[src/hdl/supply_monitor_defs.svh]
// constants for the supply fault and reset monitor
`ifndef SUPPLY_MONITOR_DEFS_SVH
`define SUPPLY_MONITOR_DEFS_SVH

// register byte offsets
`define REG_SYS_CFG      5'h00
`define REG_STATUS1      5'h04
`define REG_STATUS2      5'h08
`define REG_ENABLE       5'h0c
`define REG_COMMAND      5'h10
`define REG_LIVE         5'h14

// first_system_config_reg fields
`define CFG_SOFT_RST     0
`define CFG_CUR_EN       1
`define CFG_CYC_LSB      2
`define CFG_CYC_MSB      4
`define CFG_RESET        8'h00
`define CFG_WR_MASK      8'h1e

// first_alarm_status_reg fields
`define ST1_POR          0
`define ST1_RST_EVT      1
`define ST1_MAIN_OVER    2
`define ST1_MAIN_LOW     3
`define ST1_RESET        4'h1

// second_alarm_status_reg fields
`define ST2_COMM_UNDER   0
`define ST2_COMM_OVER    1
`define ST2_ANA_UNDER    2
`define ST2_ANA_OVER     3
`define ST2_RESET        4'h0

// first_alarm_enable_reg: low nibble gates status1, high nibble status2
`define ENABLE_RESET     8'hff

// command register bits
`define CMD_SOC          0
`define CMD_COULOMB_ACK  1

// synchronised pin indices
`define PIN_MAIN_OVER    0
`define PIN_MAIN_LOW     1
`define PIN_MAIN_UNDER   2
`define PIN_LOGIC_LOW    3
`define PIN_COMM_UNDER   4
`define PIN_COMM_OVER    5
`define PIN_ANA_UNDER    6
`define PIN_ANA_OVER     7
`define PIN_RESET        8
`define PIN_COUNT        9

// timing
`define CLK_PERIOD_NS          5
`define MAIN_FILTER_TIME_NS    10000
`define MAIN_FILTER_CYCLES     ((`MAIN_FILTER_TIME_NS + `CLK_PERIOD_NS - 1) / `CLK_PERIOD_NS)
`define RESET_FILTER_TIME_NS   100000
`define RETRY_TIME_NS          1000000
`define CYCLIC_BASE_TIME_NS    100000000

`endif

[src/hdl/supply_monitor_pkg.sv]
// types shared by the supply fault and reset monitor
package supply_monitor_pkg;

  typedef enum logic [2:0] {
    MODE_INIT   = 3'h0,
    MODE_NORMAL = 3'h1,
    MODE_DIAG   = 3'h2,
    MODE_SLEEP  = 3'h3,
    MODE_IDLE   = 3'h4
  } op_mode_type;

  typedef enum logic [1:0] {
    REG_ON    = 2'b01,
    REG_RETRY = 2'b10
  } regulator_state_type;

endpackage

[src/hdl/supply_fault_reset_monitor.sv]
// supply supervision, reset generation and measurement gating
//
// What this block and its controller do
// main over flagged after filter time elapses
// unmasked main over flag raises alarm
// main over only flags, never resets
// main over clear needs condition gone
// enabled main low sets flag, guarded clear
// comm regulator under flags, then retries
// comm regulator over sets its flag
// controller clears comm faults after link resumes
// analog regulator under flags, then retries
// analog over checked during conversion sequences
// main under holds reset, then power-on
// logic supply loss forces power-on reset
// power-on reloads registers, flags, alarm
// reset pin acts only past filter
// soft reset bit write resets device
// pin or soft reset flags, alarm
// controller waits ready time before config
// on-demand start only normal or diagnostic
// cyclic timer triggers each sequence itself
// cyclic runs normal/sleep, timer nonzero
// current runs continuous, sleep follows timer
// coulomb frozen after sleep until acknowledged
// cyclic off after reset until written
// alarm is OR of enabled flags
//
// The placing of the registers and the Avalon-MM slave port were chosen for this implementation.
`include "supply_monitor_defs.svh"

module supply_fault_reset_monitor
  import supply_monitor_pkg::*;
#(
  parameter int RESET_FILTER_CYCLES = (`RESET_FILTER_TIME_NS + `CLK_PERIOD_NS - 1) / `CLK_PERIOD_NS,
  parameter int RETRY_CYCLES        = (`RETRY_TIME_NS + `CLK_PERIOD_NS - 1) / `CLK_PERIOD_NS,
  parameter int CYCLIC_BASE_CYCLES  = `CYCLIC_BASE_TIME_NS / `CLK_PERIOD_NS
) (
  // clock and reset
  input  wire logic        clk_sys,
  input  wire logic        rst,
  // avalon-mm slave
  input  wire logic [4:0]  avs_address,
  input  wire logic        avs_read,
  input  wire logic        avs_write,
  input  wire logic [31:0] avs_writedata,
  input  wire logic [3:0]  avs_byteenable,
  output logic      [31:0] avs_readdata,
  output logic             avs_waitrequest,
  // comparator and reset pins, asynchronous
  input  wire logic        main_supply_over_cmp,
  input  wire logic        main_supply_low_cmp,
  input  wire logic        main_supply_under_cmp,
  input  wire logic        logic_supply_low_cmp,
  input  wire logic        comm_regulator_under_cmp,
  input  wire logic        comm_regulator_over_cmp,
  input  wire logic        analog_regulator_under_cmp,
  input  wire logic        analog_regulator_over_cmp,
  input  wire logic        reset_pin,
  // operating context, same clock
  input  wire op_mode_type op_mode,
  input  wire logic        sequence_busy,
  // outputs
  output logic             alarm_pin,
  output logic             device_reset,
  output logic             comm_regulator_enable,
  output logic             analog_regulator_enable,
  output logic             measure_start,
  output logic             cyclic_trigger,
  output logic             current_measure_run,
  output logic             current_sample,
  output logic             coulomb_count_run,
  output logic             coulomb_clear
);

  localparam logic [31:0] FILTER_CNT = 32'(`MAIN_FILTER_CYCLES);
  localparam logic [31:0] RST_CNT    = 32'(RESET_FILTER_CYCLES);
  localparam logic [31:0] RETRY_CNT  = 32'(RETRY_CYCLES);
  localparam logic [31:0] CYC_BASE   = 32'(CYCLIC_BASE_CYCLES);

  ////////////////////////////////////////////////////////////////////////////
  // pin synchronisers: three flops, change accepted when stages two and three agree

  wire  logic [`PIN_COUNT-1:0] pin_raw;
  logic [`PIN_COUNT-1:0]       sync1_r;
  logic [`PIN_COUNT-1:0]       sync2_r;
  logic [`PIN_COUNT-1:0]       sync3_r;
  logic [`PIN_COUNT-1:0]       pin_r;

  assign pin_raw = {reset_pin, analog_regulator_over_cmp, analog_regulator_under_cmp,
                    comm_regulator_over_cmp, comm_regulator_under_cmp, logic_supply_low_cmp,
                    main_supply_under_cmp, main_supply_low_cmp, main_supply_over_cmp};

  genvar gi;
  generate
    for (gi = 0; gi < `PIN_COUNT; gi++) begin : g_sync
      always_ff @(posedge clk_sys or posedge rst) begin
        if (rst) begin
          sync1_r[gi] <= 1'b0;
          sync2_r[gi] <= 1'b0;
          sync3_r[gi] <= 1'b0;
          pin_r[gi]   <= 1'b0;
        end else begin
          sync1_r[gi] <= pin_raw[gi];
          sync2_r[gi] <= sync1_r[gi];
          sync3_r[gi] <= sync2_r[gi];
          if (sync2_r[gi] == sync3_r[gi]) begin
            pin_r[gi] <= sync3_r[gi];
          end
        end
      end
    end
  endgenerate

  ////////////////////////////////////////////////////////////////////////////
  // avalon slave: one wait cycle, read data registered

  logic        ack_r;
  logic [31:0] readdata_r;
  logic [7:0]  cfg_r;
  logic [3:0]  st1_r;
  logic [3:0]  st2_r;
  logic [7:0]  enable_r;
  logic [1:0]  reg_on;
  logic [31:0] rd_mux;

  wire logic req      = avs_read | avs_write;
  wire logic wr_fire  = avs_write & ack_r & avs_byteenable[0];
  wire logic wr_cfg   = wr_fire & (avs_address == `REG_SYS_CFG);
  wire logic wr_st1   = wr_fire & (avs_address == `REG_STATUS1);
  wire logic wr_st2   = wr_fire & (avs_address == `REG_STATUS2);
  wire logic wr_en    = wr_fire & (avs_address == `REG_ENABLE);
  wire logic wr_cmd   = wr_fire & (avs_address == `REG_COMMAND);
  wire logic [7:0] wd = avs_writedata[7:0];

  assign avs_waitrequest = req & ~ack_r;
  assign avs_readdata    = readdata_r;

  // unmapped addresses read zero and ignore writes
  always_comb begin
    rd_mux = 32'h0;
    unique case (avs_address)
      `REG_SYS_CFG: rd_mux = {24'h0, cfg_r};
      `REG_STATUS1: rd_mux = {28'h0, st1_r};
      `REG_STATUS2: rd_mux = {28'h0, st2_r};
      `REG_ENABLE:  rd_mux = {24'h0, enable_r};
      `REG_LIVE:    rd_mux = {21'h0, reg_on, pin_r};
      default:      rd_mux = 32'h0;
    endcase
  end

  always_ff @(posedge clk_sys or posedge rst) begin
    if (rst) begin
      ack_r      <= 1'b0;
      readdata_r <= 32'h0;
    end else begin
      ack_r <= req & ~ack_r;
      if (avs_read & ~ack_r) begin
        readdata_r <= rd_mux;
      end
    end
  end

  ////////////////////////////////////////////////////////////////////////////
  // reset sources

  logic [31:0] pin_cnt_r;
  logic        pin_fired_r;
  logic        soft_r;

  wire logic por_hold  = pin_r[`PIN_MAIN_UNDER] | pin_r[`PIN_LOGIC_LOW];
  wire logic pin_evt   = pin_r[`PIN_RESET] & ~pin_fired_r & (pin_cnt_r >= RST_CNT);
  wire logic soft_evt  = wr_cfg & wd[`CFG_SOFT_RST];
  wire logic reinit    = por_hold | pin_evt | pin_fired_r | soft_r;
  wire logic main_over = pin_r[`PIN_MAIN_OVER];

  always_ff @(posedge clk_sys or posedge rst) begin
    if (rst) begin
      pin_cnt_r   <= 32'h0;
      pin_fired_r <= 1'b0;
      soft_r      <= 1'b0;
    end else begin
      pin_cnt_r   <= pin_r[`PIN_RESET] ? pin_cnt_r + ((pin_cnt_r >= RST_CNT) ? 32'h0 : 32'h1) : 32'h0;
      pin_fired_r <= pin_r[`PIN_RESET] & (pin_fired_r | pin_evt);
      soft_r      <= soft_evt;
    end
  end

  ////////////////////////////////////////////////////////////////////////////
  // main supply filters

  logic [31:0] over_cnt_r;
  logic [31:0] low_cnt_r;

  wire logic over_hit = main_over & (over_cnt_r >= FILTER_CNT);
  wire logic low_hit  = pin_r[`PIN_MAIN_LOW] & (low_cnt_r >= FILTER_CNT)
                        & enable_r[`ST1_MAIN_LOW];

  always_ff @(posedge clk_sys or posedge rst) begin
    if (rst) begin
      over_cnt_r <= 32'h0;
      low_cnt_r  <= 32'h0;
    end else begin
      over_cnt_r <= main_over ? over_cnt_r + ((over_cnt_r >= FILTER_CNT) ? 32'h0 : 32'h1) : 32'h0;
      low_cnt_r  <= pin_r[`PIN_MAIN_LOW] ? low_cnt_r + ((low_cnt_r >= FILTER_CNT) ? 32'h0 : 32'h1) : 32'h0;
    end
  end

  ////////////////////////////////////////////////////////////////////////////
  // regulator shutdown and retry, index 0 comm, 1 analog

  regulator_state_type reg_state_r [2];
  logic [31:0]         retry_cnt_r [2];
  logic [1:0]          under_evt;
  wire  logic [1:0]    under_in = {pin_r[`PIN_ANA_UNDER], pin_r[`PIN_COMM_UNDER]};

  generate
    for (gi = 0; gi < 2; gi++) begin : g_reg
      assign reg_on[gi]    = (reg_state_r[gi] == REG_ON);
      assign under_evt[gi] = reg_on[gi] & under_in[gi];
      always_ff @(posedge clk_sys or posedge rst) begin
        if (rst) begin
          reg_state_r[gi] <= REG_ON;
          retry_cnt_r[gi] <= 32'h0;
        end else begin
          unique case (reg_state_r[gi])
            REG_ON: begin
              retry_cnt_r[gi] <= 32'h0;
              if (under_in[gi]) begin
                reg_state_r[gi] <= REG_RETRY;
              end
            end
            REG_RETRY: begin
              retry_cnt_r[gi] <= retry_cnt_r[gi] + 32'h1;
              if (retry_cnt_r[gi] >= RETRY_CNT - 32'h1) begin
                reg_state_r[gi] <= REG_ON;
              end
            end
          endcase
        end
      end
    end
  endgenerate

  assign comm_regulator_enable   = reg_on[0];
  assign analog_regulator_enable = reg_on[1];

  ////////////////////////////////////////////////////////////////////////////
  // status flags: set wins over a same-cycle clear

  wire logic [3:0] st1_set = {low_hit, over_hit, pin_evt | soft_evt, 1'b0};
  wire logic [3:0] st1_gone = {~pin_r[`PIN_MAIN_LOW], ~main_over, 2'b11};
  wire logic [3:0] st1_clr = {4{wr_st1}} & ~wd[3:0] & st1_gone;
  wire logic [3:0] st2_set = {pin_r[`PIN_ANA_OVER] & sequence_busy,
                              under_evt[1],
                              pin_r[`PIN_COMM_OVER],
                              under_evt[0]};
  wire logic [3:0] st2_clr = {4{wr_st2}} & ~wd[3:0];

  always_ff @(posedge clk_sys or posedge rst) begin
    if (rst) begin
      st1_r <= `ST1_RESET;
      st2_r <= `ST2_RESET;
    end else if (por_hold) begin
      st1_r <= `ST1_RESET;
      st2_r <= `ST2_RESET;
    end else begin
      st1_r <= st1_set | (st1_r & ~st1_clr);
      st2_r <= st2_set | (st2_r & ~st2_clr);
    end
  end

  ////////////////////////////////////////////////////////////////////////////
  // configuration and enables, reloaded by every reset source

  always_ff @(posedge clk_sys or posedge rst) begin
    if (rst) begin
      cfg_r    <= `CFG_RESET;
      enable_r <= `ENABLE_RESET;
    end else if (reinit) begin
      cfg_r    <= `CFG_RESET;
      enable_r <= `ENABLE_RESET;
    end else begin
      if (wr_cfg) begin
        cfg_r <= wd & `CFG_WR_MASK;
      end
      if (wr_en) begin
        enable_r <= wd;
      end
    end
  end

  ////////////////////////////////////////////////////////////////////////////
  // measurement gating

  logic [31:0] cyc_cnt_r;
  logic        freeze_r;
  op_mode_type mode_prev_r;

  wire logic [2:0]  cyc_code   = cfg_r[`CFG_CYC_MSB:`CFG_CYC_LSB];
  wire logic [31:0] cyc_period = 32'(cyc_code) * CYC_BASE;
  wire logic is_normal = (op_mode == MODE_NORMAL);
  wire logic is_diag   = (op_mode == MODE_DIAG);
  wire logic is_sleep  = (op_mode == MODE_SLEEP);
  wire logic cyc_run   = (cyc_code != 3'h0) & (is_normal | is_sleep);
  wire logic cyc_hit   = cyc_run & (cyc_cnt_r >= cyc_period - 32'h1);
  wire logic cur_en    = cfg_r[`CFG_CUR_EN];
  wire logic soc_ok    = wr_cmd & wd[`CMD_SOC] & (is_normal | is_diag);
  wire logic cc_ack    = wr_cmd & wd[`CMD_COULOMB_ACK];
  wire logic wake_norm = (mode_prev_r == MODE_SLEEP) & is_normal & cur_en;

  always_ff @(posedge clk_sys or posedge rst) begin
    if (rst) begin
      cyc_cnt_r   <= 32'h0;
      freeze_r    <= 1'b0;
      mode_prev_r <= MODE_INIT;
    end else begin
      cyc_cnt_r   <= (cyc_run & ~cyc_hit & ~reinit) ? cyc_cnt_r + 32'h1 : 32'h0;
      freeze_r    <= ~reinit & (wake_norm | (freeze_r & ~cc_ack));
      mode_prev_r <= op_mode;
    end
  end

  ////////////////////////////////////////////////////////////////////////////
  // registered outputs

  logic alarm_r;
  logic dev_rst_r;
  logic start_r;
  logic trig_r;
  logic cur_run_r;
  logic cur_smp_r;
  logic cc_run_r;
  logic cc_clr_r;

  // alarm rises with power-on and reset-event flags since enables reload to all ones
  wire logic alarm_nxt = |({st2_r, st1_r} & enable_r);

  always_ff @(posedge clk_sys or posedge rst) begin
    if (rst) begin
      alarm_r   <= 1'b1;
      dev_rst_r <= 1'b1;
      start_r   <= 1'b0;
      trig_r    <= 1'b0;
      cur_run_r <= 1'b0;
      cur_smp_r <= 1'b0;
      cc_run_r  <= 1'b0;
      cc_clr_r  <= 1'b0;
    end else begin
      alarm_r   <= alarm_nxt;
      dev_rst_r <= reinit;
      start_r   <= soc_ok & ~reinit;
      trig_r    <= cyc_hit & ~reinit;
      cur_run_r <= cur_en & (is_normal | is_diag);
      cur_smp_r <= cur_en & is_sleep & cyc_hit;
      cc_run_r  <= cur_en & (is_normal | is_diag) & ~freeze_r & ~wake_norm;
      cc_clr_r  <= cc_ack;
    end
  end

  assign alarm_pin           = alarm_r;
  assign device_reset        = dev_rst_r;
  assign measure_start       = start_r;
  assign cyclic_trigger      = trig_r;
  assign current_measure_run = cur_run_r;
  assign current_sample      = cur_smp_r;
  assign coulomb_count_run   = cc_run_r;
  assign coulomb_clear       = cc_clr_r;

endmodule

[config.mk]
export PLATFORM = sky130hd
export DESIGN_NAME = supply_fault_reset_monitor
export DESIGN_NICKNAME = d
export VERILOG_FILES = /design/src/hdl/supply_monitor_pkg.sv /design/src/hdl/supply_fault_reset_monitor.sv
export VERILOG_INCLUDE_DIRS = /design/src /design/src/hdl
export SDC_FILE = /design/constraint.sdc
export NUM_CORES = 1
export LEC_CHECK = 0
export BUFFER_PORTS_ARGS = -buffer_cell sky130_fd_sc_hd__buf_2
export CAP_MARGIN = 20
export CELL_PAD_IN_SITES_DETAIL_PLACEMENT = 1
export CELL_PAD_IN_SITES_GLOBAL_PLACEMENT = 2
export CORE_UTILIZATION = 37
export CTS_CLUSTER_SIZE = 25
export DETAILED_ROUTE_END_ITERATION = 7
export PLACE_DENSITY_LB_ADDON = 0.3
export SLEW_MARGIN = 20
export SYNTH_ARGS = -nofsm -noshare
export SYNTH_HDL_FRONTEND = slang
export SYNTH_SLANG_ARGS = --single-unit
[constraint.sdc]
create_clock -name clk_sys -period 11.14 [get_ports clk_sys]
set_input_delay 0.557 -clock clk_sys [delete_from_list [all_inputs] [get_ports clk_sys]]
set_output_delay 0.557 -clock clk_sys [all_outputs]
set_load 0.1 [all_outputs]
# [Yosys cells after proc, flatten, opt, wreduce, memory -nomap -nowiden]
# Cells that the tools add are included.
[classes] div_mod_pow=0 bitwise=67 multipliers=1 eq_ne=26 addsub=7 mux=22 order_cmp=6 n_reduce_logical=7 shifts=0
[op_table] op="two-way mux 32 bit" count=4
[op_table] op="case mux 32 bit (2 select lines)" count=2
[op_table] op="adder 32 x 1 -> 32 bit" count=3
[op_table] op="adder 32 x 1 -> 32 bit (second input constant)" count=3
[op_table] op="greater-or-equal comparator 32 x 11 -> 1 bit (second input constant)" count=2
[op_table] op="greater-or-equal comparator 32 x 18 -> 1 bit (second input constant)" count=2
[op_table] op="case mux 11 bit (5 select lines)" count=1
[op_table] op="AND 1 bit" count=37
[op_table] op="greater-or-equal comparator 32 x 15 -> 1 bit (second input constant)" count=1
[op_table] op="greater-or-equal comparator 32 bit" count=1
[op_table] op="two-way mux 8 bit" count=4
[op_table] op="subtractor 28 x 1 -> 29 bit (second input constant)" count=1
[op_table] op="AND 4 bit" count=5
[op_table] op="multiplier 3 x 17 -> 20 bit (second input constant)" count=1
[op_table] op="NOT 4 bit" count=3
[op_table] op="== test 5 x 4 -> 1 bit (second input constant)" count=2
[op_table] op="== test 5 bit (second input constant)" count=2
[op_table] op="OR 1 bit" count=10
[op_table] op="== test 1 bit" count=9
[op_table] op="== test 3 x 2 -> 1 bit (second input constant)" count=3
[op_table] op="NOT 1 bit" count=9
[op_table] op="AND 8 bit" count=1
[op_table] op="two-way mux 2 bit" count=4
[op_table] op="two-way mux 4 bit" count=2
[op_table] op="other kinds (14)" count=24
[totals] ramBits=0 mem_count=0 wordCells=198 latchBits=0 register_bits=303 romBits=0

# [Longest topological paths before layout]
# Gate-level depths: netlist (run 1).
[depth] ltp_word=9 depth_mapped=21 ltp_nobuf=18

# [Worst setup path after synthesis (run 1)]
# Ideal clock, no wire load.
[synth_path] path_type="flip-flop to flip-flop" start="register cfg_r[3]" end="register cyc_cnt_r[24]" synth_period_minus_slack_ns=5.194 slack_ns=5.946 path_stages_with_launch=20 arrival_time_ns=5.074 required_time_ns=11.020 setup_time_ns=0.120 cell_sequence="dfrtp_1 clkbuf_1 inv_1 ha_1 ha_1 inv_1 fa_1 o31a_1 o22ai_1 o22ai_1 nor4_1 nand3_1 ha_1 nand2_1 or4_1 a2111oi_0 or4_1 buf_2 buf_6 nor2_2"
[synth_via] elab_chain_cells=8
[synth_lines] item="start, declared" line_no="supply_fault_reset_monitor.sv:120" text="logic [7:0] cfg_r;"
[synth_lines] item="start signal, assigned" line_no="supply_fault_reset_monitor.sv:278" text="cfg_r <= `CFG_RESET;"
[synth_lines] item="start signal, assigned" line_no="supply_fault_reset_monitor.sv:281" text="cfg_r <= `CFG_RESET;"
[synth_lines] item="start signal, assigned" line_no="supply_fault_reset_monitor.sv:285" text="cfg_r <= wd & `CFG_WR_MASK;"
[synth_lines] item="multiplier 3 x 17 -> 20 bit" line_no="supply_fault_reset_monitor.sv:301" text="wire logic [31:0] cyc_period = 32'(cyc_code) * CYC_BASE;"
[synth_lines] item="subtractor 28 x 1 -> 29 bit" line_no="supply_fault_reset_monitor.sv:306" text="wire logic cyc_hit = cyc_run & (cyc_cnt_r >= cyc_period - 32'h1);"
[synth_lines] item="greater-or-equal comparator 32 bit" line_no="supply_fault_reset_monitor.sv:306"
[synth_lines] item="AND 1 bit" line_no="supply_fault_reset_monitor.sv:306"
[synth_lines] item="NOT 1 bit" line_no="supply_fault_reset_monitor.sv:318" text="cyc_cnt_r <= (cyc_run & ~cyc_hit & ~reinit) ? cyc_cnt_r + 32'h1 : 32'h0;"
[synth_lines] item="AND 1 bit (*) (2 in series)" line_no="supply_fault_reset_monitor.sv:318"
[synth_lines] item="two-way mux 32 bit (*)" line_no="supply_fault_reset_monitor.sv:318"
[synth_lines] item="end signal, assigned" line_no="supply_fault_reset_monitor.sv:318"
[synth_lines] item="end, declared" line_no="supply_fault_reset_monitor.sv:296" text="logic [31:0] cyc_cnt_r;"
# Every way passes the cells marked *; elsewhere a longest branch is shown, timed or not.
# A chain may end at the register's enable or synchronous reset.

# [Worst setup path after layout (run 1)]
[layout_path] start="register cfg_r[2]" end="register cyc_cnt_r[20]"
# The elaborated chain is that of the path after synthesis.

==> run_results.csv, run 1 <==
group,metric,value,unit
outcome,status,"finished, final reports clean",
clocking,ctsRootBufferMaster,"clkbuf_16",
synthesis,number_of_enable_flip_flop_cells_after_synthesis,0,
global_route,grt_antenna_before_repair,2,
global_route,globalRouteMet2Util,28.9,%
clocking,clk_latency,0.56,ns
route,detail_route.iter0.violations,442,
route,antenna_violating_nets_post_route,0,
synthesis,synth_top_cell_by_area,"dfrtp_1",
clocking,cts_buffers,36,
clocking,htreeDepth,2,
clocking,postCtsSetupBuffers,0,
synthesis,async_reset_ff_share,100,%
timing,timing.clock.skew,0.0241,ns
synthesis,yosys-mux-area-fraction,0.562,%
clocking,clockBufferDepth,3,
synthesis,postSynthAreaPerCell,9.88,um2
power_and_ir_drop,max-vdd-ir-drop,127,uV
cells_and_area,layout.cells.most_common_list,"dfrtp_1 (265), nor2_1 (142), nand2_1 (133), xnor2_1 (102)",
synthesis,synth_top_cell_area_share,46.5,%
global_route,number_of_global_route_vias_before_repair,10900,
cells_and_area,post_route_cells_drive_above_1_share,10.2,%
cells_and_area,seqCellArea,6970,um2
route,drt_drc_violations_left,0,
power_and_ir_drop,p_clk_share,51.4,%
clocking,clk_pin_slew,0.06,ns
floorplanning,die-area,39300,um2
route,detailedRoute.firstPassIterationCount,4,
cells_and_area,growth_of_design_area_from_synthesis_to_finish,13.8,%
synthesis,synth-compound-area-share,5.91,%
synthesis,yosys-top-cells-area,"dfrtp_1 (47%), xnor2_1 (6.3%), xor2_1 (5.5%)",
global_route,grt.busiest_layer,"met2",
synthesis,netlist-cell-type-count,66,
clocking,cts.hold.buffers_added,0,
power_and_ir_drop,power.net_switching,0.578,mW
route,dr_total_vias,10500,
power_and_ir_drop,powerDensity,146,nW/um2
placed_design,hpwl,22600,um
floorplanning,core_area,37800,um2
setup_path,reg2reg_slack,4.79,ns
route,final_wl,33300,um
synthesis,dominantRegCellSynth,"dfrtp_1",
timing,fmax,157,MHz
power_and_ir_drop,internal_power,1.80,mW
synthesis,synth_sequential_area_ratio,48.9,%
cells_and_area,most_common_cell_after_layout_fill_and_taps_aside,"dfrtp_1",
global_route,grt_first_pass_wirelength,56500,um
synthesis,main_combinational_cell_family_by_area_after_synthesis,"simple AND/OR/NAND/NOR gates",
global_route,grtUsageTotal,17.9,%
clocking,cts_sinks,278,
placed_design,gp_routability_congestion,0.796,
timing,setup-tns-final,0,ns
cells_and_area,layout.cells.non_filler,2037,
clocking,cts_tree,"yes",
synthesis,yosys_register_bits,278,
timing,post-route-period-util,57.0,%
global_route,globalRouteMet1Util,24.6,%
setup_path,kind_of_end_point_of_the_critical_path,"flip-flop",
timing,max-slew-margin-rel,35.1,%
synthesis,synth-xor-area-share,11.7,%
setup_path,worst_setup_path_startpoint,"cfg_r[2]",
floorplanning,die_height,198,um
cells_and_area,multi_input_area,6890,um2
route,wire_per_inst,16.4,um
floorplanning,initial_utilization,37.8,%
synthesis,syn-instance-count,1443,
setup_path,critical_path_at,6.76,ns
timing,final_setup_violations,0,
setup_path,criticalPathCategory,"reg -> reg",
setup_path,r2r.worst_path.cells,17,
timing,rsz0062_at_grt,"false",
timing,report.final.hold_viol_count,0,
power_and_ir_drop,switching_share,24.3,%
synthesis,ys_warn_count,0,
power_and_ir_drop,pwr-share-seq,43.6,%
floorplanning,die_width,198,um
flow_run,drv.max_cap_violation_count,0,
cells_and_area,fillers,4256,
power_and_ir_drop,power_leakage,7.35,nW
cells_and_area,diodes,0,
floorplanning,placementRows,71,
power_and_ir_drop,p_comb_share,4.9,%
placed_design,dpl.cell_count,1971,
setup_path,timing.critical_path.from_type,"flip-flop",
synthesis,post_synth_instance_area,14300,um2
timing,pin_slew_with_the_least_headroom_to_its_limit,0.965,ns
route,viasPerCell,5.14,
placed_design,port_bufs,52,
timing,timing.final.crit_period,6.35,ns
setup_path,endpoint,"cyc_cnt_r[20]",
synthesis,synth_simple_gate_area_share,24.9,%
floorplanning,io_pins,101,
setup_path,rr_startpoint,"cfg_r[2]",
setup_path,r2r_end,"cyc_cnt_r[20]",
clocking,cts-resized-gates,0,
cells_and_area,fin_nets,1602,
global_route,globalRouteMet3Util,2.62,%
setup_path,worstPathRequired,11.54,ns
setup_path,worstPathMaxFanout,32,
synthesis,synth-adder-area-share,4.72,%
global_route,grt_max_degree,135,
hold_path,hold_path.class,"in -> reg",
global_route,gr-total-overflow,0,
timing,final-max-slew-violation-count,0,
[flip-flops by register name (all words and copies together) (netlist names), 3 cells and up]
| register | count |
|---|---|
| reg_state_r | 4 |
| st2_r | 4 |
| pin_cnt_r | 32 |
| cfg_r | 4 |
| cyc_cnt_r | 32 |
| pin_r | 8 |
| sync2_r | 9 |
| sync3_r | 9 |
| mode_prev_r | 3 |
| avs_readdata | 11 |
| low_cnt_r | 32 |
| enable_r | 8 |
| over_cnt_r | 32 |
| retry_cnt_r | 64 |
| sync1_r | 9 |
| st1_r | 4 |
[power groups by stage]
stage                     Sequential, mW  Clock, mW  Combinational, mW
after floorplan                     1.06          0             0.0887
after global placement              1.05          0              0.118
after detailed placement            1.05          0              0.120
after CTS                           1.04       1.26              0.121
after global routing                1.04       1.30              0.130
final                               1.04       1.22              0.117
[layout make-up]
type	instances	share of cell area, %
flip-flops and latches	278	43.0
multi-input cells	1088	42.5
clock buffers	47	6.05
well taps	511	3.94
repair buffers	62	2.09
clock inverters	19	1.67
inverters	32	0.786
[critical path, cell delays in order, from the launching register on]
cell	delay [ns]
dfrtp_1	0.75
inv_1	0.24
ha_1	0.44
ha_1	0.22
inv_1	0.07
fa_1	0.51
xor2_1	0.25
and3b_1	0.22
nand3b_1	0.22
nor4_1	0.65
nand3_1	0.30
ha_1	0.39
nand2_1	0.07
or4_1	0.54
a2111oi_0	0.62
or4_1	0.21
buf_4	0.38
nor2_1	0.11
[metal layers]
metal / share of wire, % / vias to the layer above
met1: 48 / 5231
met3: 3.0 / 57
met4: 2.3 / 0
met2: 46 / 129
met5: 0 / -
li1: - / 5053
[worst min-delay path by stage]
stage | from | to | cells after the start
floorplan | sync1_r[0] | sync2_r[0] | 0
global placement | sync1_r[0] | sync2_r[0] | 0
finish | reset_pin | sync1_r[8] | 1
detailed placement | sync1_r[8] | sync2_r[8] | 0
global route | main_supply_over_cmp | sync1_r[0] | 1
CTS | reset_pin | sync1_r[8] | 1
[synthesized netlist by cell type, types with 3 or more instances]
library cell and count:
o21ai_0 43, nor2_2 12, ha_1 45, or3_1 16
nand3_1 79, a22oi_1 7, buf_6 3, a31oi_1 3
nor4b_1 3, and3_1 36, nor3_1 23, a221oi_1 5
a211o_1 4, nand4_1 43, inv_1 31, nor2b_1 12
nand2_1 133, o211ai_1 5, xnor2_1 102, dfrtp_1 265
nand2b_1 12, clkbuf_1 40, and2_1 89, nor2_1 142
a21o_1 3, xor2_1 89, a21oi_1 27, a21boi_0 9
dfstp_2 13, nor4_1 42, and4_1 14, or4_1 9
nand3b_1 5, buf_4 21, maj3_1 9, mux2i_1 8
or2_2 3, o31ai_1 5
[kinds of logic (layout without fill, tap and decap cells)]
group           Yosys count  in the layout
compound gates          131            131
xor+xnor                191            191
fa+ha+maj                55             55
buf+inv                  97            160
flops                   278            278
mux                       8              8
other cells               1             21
simple gates            682            682
[per-stage QoR]
step	total power, mW	util, %	setup slack, ns	instance area (um2)	hold WS (ns)
after floorplan	1.15	-	2.94	14300	0.331
after global placement	1.17	39.6	4.76	15000	0.334
after detailed placement	1.17	39.6	4.64	15000	0.336
after CTS	2.42	43.0	4.63	16200	0.0778
after global routing	2.47	43.0	4.22	16200	0.0890
final	2.38	43.0	4.79	16200	0.110
Note: power is estimated with default switching activity, not from simulation.
==> run 2: changes to the inputs <==
--- a/config.mk
+++ b/config.mk
@@ -6,6 +6,7 @@
 export SDC_FILE = /design/constraint.sdc
 export NUM_CORES = 1
 export LEC_CHECK = 0
+export ABC_AREA = 1
 export BUFFER_PORTS_ARGS = -buffer_cell sky130_fd_sc_hd__buf_2
 export CAP_MARGIN = 20
 export CELL_PAD_IN_SITES_DETAIL_PLACEMENT = 1
==> constraint.sdc (replaced) <==
create_clock -name clk_sys -period 6 [get_ports clk_sys]
set_input_delay 0.3 -clock clk_sys [delete_from_list [all_inputs] [get_ports clk_sys]]
set_output_delay 0.3 -clock clk_sys [all_outputs]
set_load 0.1 [all_outputs]
==> run 2 against run 1 <==
The flow now finishes with violations (DRC). Flip-flop and latch count did not move. Clock skew shrank 0.0074 ns. Routed wire length increased by 36%. Design area is 8.9% higher.
==> run_results.csv, run 2 <==
group,metric,value,unit
global_route,grt_antenna_before_repair,3,
route,detail_route.iter0.violations,608,
synthesis,yosys-top-cells-area,"dfrtp_1 (43%), nand2_1 (10%), nor2_1 (7.0%)",
clocking,ctsRootBufferMaster,"clkbuf_16",
outcome,status,"finished with violations",
synthesis,synth_top_cell_area_share,42.6,%
floorplanning,die_width,207,um
placed_design,hpwl,33700,um
timing,fmax,189,MHz
global_route,number_of_global_route_vias_before_repair,14300,
placed_design,gp_routability_congestion,0.868,
flow_run,drv.max_cap_violation_count,0,
synthesis,syn-instance-count,1977,
hold_path,worst_hold_path.num_cells,3,
floorplanning,initial_utilization,37.8,%
timing,max-slew-margin-rel,35.8,%
cells_and_area,registers.top_by_ff_count,"retry_cnt_r",
cells_and_area,post_route_cells_drive_above_1_share,7.93,%
cells_and_area,number_of_flip_flops_under_the_largest_register_name,64,
synthesis,async_reset_ff_share,100,%
global_route,grt_max_degree,165,
global_route,grtUsageTotal,21.6,%
timing,report.final.hold_viol_count,0,
synthesis,ys_warn_count,0,
setup_path,criticalPathCategory,"reg -> reg",
clocking,cts_tree,"yes",
setup_path,critical_path_at,5.70,ns
cells_and_area,seqCellArea,6970,um2
placed_design,dp_slack,0.710,ns
synthesis,netlist-cell-type-count,52,
synthesis,synth_sequential_area_ratio,44.8,%
global_route,grt_first_pass_wirelength,75400,um
floorplanning,core_area,41200,um2
timing,final-max-slew-violation-count,0,
synthesis,synth.top_cells.by_count,"nand2_1 (414), nor2_1 (291), dfrtp_1 (265), inv_1 (204), nor3_1 (163)",
timing,pin_slew_with_the_least_headroom_to_its_limit,0.954,ns
hold_path,hold_path.class,"in -> reg",
route,dr_total_vias,13600,
clocking,cts_buffers,34,
placed_design,port_bufs,52,
power_and_ir_drop,powerDensity,246,nW/um2
synthesis,dominantRegCellSynth,"dfrtp_1",
clocking,cts_sinks,278,
timing,final_setup_violations,0,
clocking,htreeDepth,2,
cells_and_area,growth_of_design_area_from_synthesis_to_finish,13.6,%
synthesis,postSynthAreaPerCell,7.87,um2
route,antenna_violating_nets_post_route,0,
synthesis,post_synth_instance_area,15600,um2
timing,rsz0062_at_grt,"false",
setup_path,kind_of_end_point_of_the_critical_path,"flip-flop",
cells_and_area,multi_input_area,7610,um2
cells_and_area,most_common_cell_after_layout_fill_and_taps_aside,"nand2_1",
global_route,gr-total-overflow,0,
setup_path,r2r.worst_path.cells,19,
timing,setup-tns-final,0,ns
synthesis,yosysMostFrequentCell,"nand2_1",
timing,timing.clock.skew,0.0167,ns
outcome,violations_in_the_final_reports,"DRC",
route,drt_drc_violations_left,4,
clocking,postCtsSetupBuffers,0,
floorplanning,io_pins,101,
timing,timing.final.crit_period,5.29,ns
cells_and_area,layout.cells.most_common_list,"nand2_1 (414), nor2_1 (291), dfrtp_1 (265), inv_1 (203), nor3_1 (163)",
synthesis,synth_top_cell_by_area,"dfrtp_1",
power_and_ir_drop,power_leakage,7.88,nW
route,wire_per_inst,17.3,um
setup_path,timing.critical_path.from_type,"flip-flop",
floorplanning,placementRows,74,
route,viasPerCell,5.18,
cells_and_area,fin_nets,2162,
clocking,clk_pin_slew,0.06,ns
floorplanning,die_height,207,um
route,final_wl,45400,um
route,detailedRoute.firstPassIterationCount,8,
timing,post-route-period-util,88.1,%
clocking,clockBufferDepth,3,
clocking,cts-resized-gates,0,
floorplanning,die-area,42900,um2
cells_and_area,fillers,5033,
setup_path,worstPathMaxFanout,32,
cells_and_area,final_core_util,42.9,%
power_and_ir_drop,max-vdd-ir-drop,202,uV
clocking,clk_latency,0.54,ns
setup_path,worstPathRequired,6.42,ns
timing,postLayoutSetupSlackWorst,0.712,ns
synthesis,number_of_enable_flip_flop_cells_after_synthesis,0,
synthesis,yosys_register_bits,278,
-- run 2: cell types whose count changed after synthesis, moves of 16 or more --
cell	previous run	this run
nand2_1	133	414
inv_1	31	204
nor2_1	142	291
nor3_1	23	163
and2_1	89	0
xnor2_1	102	39
a21oi_1	27	67
and3_1	36	1
nand3_1	79	108
clkbuf_1	40	16
or3_1	16	0
-- run 2: what timing repair did --
item,in CTS,in global routing
endpoints found under the setup margin,0,0
hold buffers,13,0
endpoints found under the hold margin,41,0
-- run 2: kinds of logic (layout without fill, tap and decap cells) --
family	after synthesis	in the layout	share of synthesized area, %
other	1	24	0.0241
AOI/OAI and AO/OA	155	155	5.60
buffers and inverters	258	343	6.84
and+or+nand+nor	1109	1109	31.6
adders and majority gates	55	55	4.33
xor gates and xnor gates	121	121	6.81
DFF	278	278	44.8
-- run 2: metrics by stage --
| step | instance area, um2 | total power [mW] | cells | hold WS [ns] |
|---|---|---|---|---|
| 2_1_floorplan | 15600 | 2.17 | 1997 | 0.331 |
| 3_3_place_gp | 16400 | 2.22 | 2540 | 0.334 |
| 3_5_place_dp | 16400 | 2.23 | 2540 | 0.336 |
| 4_1_cts | 17600 | 4.42 | 2613 | 0.00333 |
| 5_1_grt | 17700 | 4.51 | 2616 | 0.0296 |
| 6_report | 17700 | 4.35 | 2617 | 0.0348 |
-- run 2: final cells by class --
class | count | area share [%]
clock buffers | 49 | 5.65
clock inverters | 11 | 0.913
repair buffers | 72 | 2.65
inverters | 211 | 4.51
flip-flops and latches | 278 | 39.4
diodes | 3 | 0.0425
well taps | 532 | 3.77
multi-input cells | 1461 | 43.0
-- run 2: worst max-delay path: stages (launching register included) --
cell and delay [ns]:
dfrtp_1 0.66, clkinv_2 0.29, ha_1 0.40, ha_1 0.18, inv_1 0.06, fa_1 0.58, inv_1 0.07, nor3_1 0.30
nand3_1 0.20, nor2_2 0.21, nand2_1 0.09, xor2_1 0.14, inv_1 0.06, ha_1 0.29, a21oi_1 0.15, o21a_1 0.13
nand2_1 0.09, a21oi_1 0.24, nand3_2 0.59, nor3_1 0.40
-- run 2: metal layers --
metal  part of all wire [%]  track usage [%]  vias to the layer above
met5                      0                0                        -
met4                    2.3             6.97                        0
met3                    3.3             2.87                       54
met2                     48             36.3                      183
met1                     47             28.7                     6682
li1                       -                -                     6634
-- run 2: final timing paths --
check                            startpoint               to  slack (ns)
hold reg to reg                  sync1_r[5]       sync2_r[5]        0.34
setup reg to reg                   cfg_r[2]    cyc_cnt_r[11]        0.71
min in group asynchronous               rst  retry_cnt_r[19]        0.44
hold / removal             avs_writedata[4]      enable_r[4]        0.03
max in group asynchronous               rst    cyc_cnt_r[24]        4.23
setup / recovery                   cfg_r[2]    cyc_cnt_r[11]        0.71
-- run 2: power by group --
part	switching [mW]	leakage [nW]	internal, mW
Sequential	0.0308	3.71	1.91
Clock	0.822	0.571	1.33
Combinational	0.214	3.60	0.0486
Total	1.07	7.88	3.28
==> run 3: changes to the inputs <==
--- a/config.mk
+++ b/config.mk
@@ -15,6 +15,8 @@
 export CTS_CLUSTER_SIZE = 25
 export DETAILED_ROUTE_END_ITERATION = 7
 export PLACE_DENSITY_LB_ADDON = 0.3
+export REMOVE_ABC_BUFFERS = 1
+export SETUP_SLACK_MARGIN = 0.3
 export SLEW_MARGIN = 20
 export SYNTH_ARGS = -nofsm -noshare
 export SYNTH_HDL_FRONTEND = slang
==> run 3 against run 2 <==
The flow still finishes with violations (DRC). Die area unchanged. Highest routed layer unchanged. Sequential share of layout area decreased by 0.10 points. Cell count increased by 0.42%. Worst hold slack got worse by 0.0015 ns. Largest power group unchanged. Worst setup slack improved by 0.24 ns. Non-clock buffer count increased by 10.
==> run_results.csv, run 3 (synthesis gave the netlist of run 2 again) <==
group,metric,value,unit
outcome,status,"finished with violations",
outcome,violations_in_the_final_reports,"DRC",
floorplanning,die_height,207,um
route,detail_route.iter0.violations,799,
setup_path,worstPathRequired,6.40,ns
setup_path,crit_path_cell_trace,"clkinv_2, ha_1, ha_1, inv_1, fa_1, inv_1, nor3_1, nand3_1, nor2_2, nand4_1, nand2_1, inv_1, ha_1, nand2_1, nor4b_1, nand3b_1, nand3_2, buf_4, nor3_1",
global_route,gr-total-overflow,0,
clocking,ctsRootBufferMaster,"clkbuf_16",
placed_design,port_bufs,52,
route,drt_drc_violations_left,2,
cells_and_area,number_of_flip_flops_under_the_largest_register_name,64,
clocking,postCtsSetupBuffers,0,
timing,setup-tns-final,0,ns
setup_path,critical_path_at,5.44,ns
timing,rsz0062_at_grt,"false",
global_route,grt_max_degree,98,
global_route,grt_first_pass_wirelength,75300,um
cells_and_area,growth_of_design_area_from_synthesis_to_finish,13.9,%
setup_path,kind_of_end_point_of_the_critical_path,"flip-flop",
global_route,grt_antenna_before_repair,0,
global_route,grtUsageTotal,21.7,%
floorplanning,initial_utilization,37.8,%
global_route,number_of_global_route_vias_before_repair,14400,
floorplanning,core_area,41200,um2
route,detailedRoute.firstPassIterationCount,7,
timing,report.final.hold_viol_count,0,
clocking,cts-resized-gates,0,
timing,fmax,198,MHz
route,wire_per_inst,17.2,um
timing,final-max-slew-violation-count,0,
timing,final_setup_violations,0,
power_and_ir_drop,max-vdd-ir-drop,212,uV
placed_design,hpwl,33800,um
cells_and_area,fillers,5023,
setup_path,timing.critical_path.from_type,"flip-flop",
clocking,cts_buffers,35,
route,viasPerCell,5.14,
clocking,htreeDepth,2,
cells_and_area,most_common_cell_after_layout_fill_and_taps_aside,"nand2_1",
timing,timing.final.crit_period,5.05,ns
setup_path,crit_path_max_incr_delay,0.69,ns
floorplanning,placementRows,74,
timing,pin_slew_with_the_least_headroom_to_its_limit,1.03,ns
timing,timing.clock.skew,0.0206,ns
clocking,clk_latency,0.57,ns
cells_and_area,post_route_cells_drive_above_1_share,7.92,%
clocking,cts_tree,"yes",
power_and_ir_drop,power_leakage,7.91,nW
setup_path,worstPathMaxFanout,17,
clocking,cts.hold.buffers_added,19,
timing,max-slew-margin-rel,31.0,%
cells_and_area,fin_nets,2173,
cells_and_area,layout.cells.most_common_list,"nand2_1 (414), nor2_1 (291), dfrtp_1 (265), inv_1 (203), nor3_1 (163)",
setup_path,crit_slowest_cell,"dfrtp_1",
route,final_wl,45200,um
hold_path,hold_path.class,"in -> reg",
floorplanning,io_pins,101,
flow_run,drv.max_cap_violation_count,0,
placed_design,gp_routability_congestion,0.860,
cells_and_area,final_core_util,43.0,%
cells_and_area,diodes,0,
route,antenna_violating_nets_post_route,0,
power_and_ir_drop,powerDensity,245,nW/um2
route,dr_total_vias,13500,
timing,post-route-period-util,84.1,%
floorplanning,die-area,42900,um2
cells_and_area,registers.top_by_ff_count,"retry_cnt_r",
power_and_ir_drop,p_total,4.34,mW
setup_path,criticalPathCategory,"reg -> reg",
timing,worst_hold_slack,0.0333,ns
clocking,clk_pin_slew,0.06,ns
clocking,cts_sinks,278,
floorplanning,die_width,207,um
clocking,clockBufferDepth,3,
[run 3: cell types whose count changed in the layout (fill, tap and decap cells not counted), moves of 3 or more]
cell and change:
buf_4 +6, clkbuf_1 +7, dlygate4sd3_1 +6, diode_2 -3
[run 3: where the power goes]
group | internal, mW | total [mW] | switching, mW
clock network | 1.26 | 2.14 | 0.875
registers | 1.91 | 1.93 | 0.0255
logic | 0.0492 | 0.270 | 0.221
[run 3: stage by stage]
stage	std cells	cell area, um2	setup slack [ns]
floorplan	1950	15400	-1.94
global placement	2545	16400	1.20
detailed placement	2545	16400	1.00
global route	2628	17700	0.461
CTS	2628	17700	0.989
finish	2628	17700	0.954
[run 3: worst paths after layout]
path,startpoint,end,slack [ns],depth (start not counted)
worst max register to register,cfg_r[2],cyc_cnt_r[30],0.95,19
worst min register to register,sync1_r[6],sync2_r[6],0.34,0
worst max-delay path,cfg_r[2],cyc_cnt_r[30],0.95,19
min in group asynchronous,rst,sync1_r[7],0.39,3
worst min-delay path,avs_read,ack_r,0.03,3
max in group asynchronous,rst,retry_cnt_r[32],4.15,4
[run 3: routing by layer]
metal / part of all wire, % / wire length, um / track usage [%]
met1: 48 / 21700 / 29.2
met2: 47 / 21000 / 35.8
met3: 3.0 / 1350 / 3.47
met4: 2.6 / 1170 / 6.36
met5: 0 / 0 / 0
[run 3: final cells by class]
class | count | area (um2) | share of cell area (%)
clock inverter | 9 | 133 | 0.748
timing repair buffer | 82 | 533 | 3.01
inverter | 211 | 801 | 4.52
multi-input combinational | 1461 | 7610 | 42.9
sequential | 278 | 6970 | 39.3
tap | 532 | 666 | 3.76
clock buffer | 55 | 1010 | 5.70
[run 3: worst max-delay path, delay by kind of cell, from the launching register on]
family / cells / cell delay [ns]
buffers and inverters: 5 / 0.73
adder cells (fa/ha/maj): 4 / 1.48
AND/OR/NAND/NOR: 10 / 1.96
flip-flops: 1 / 0.69
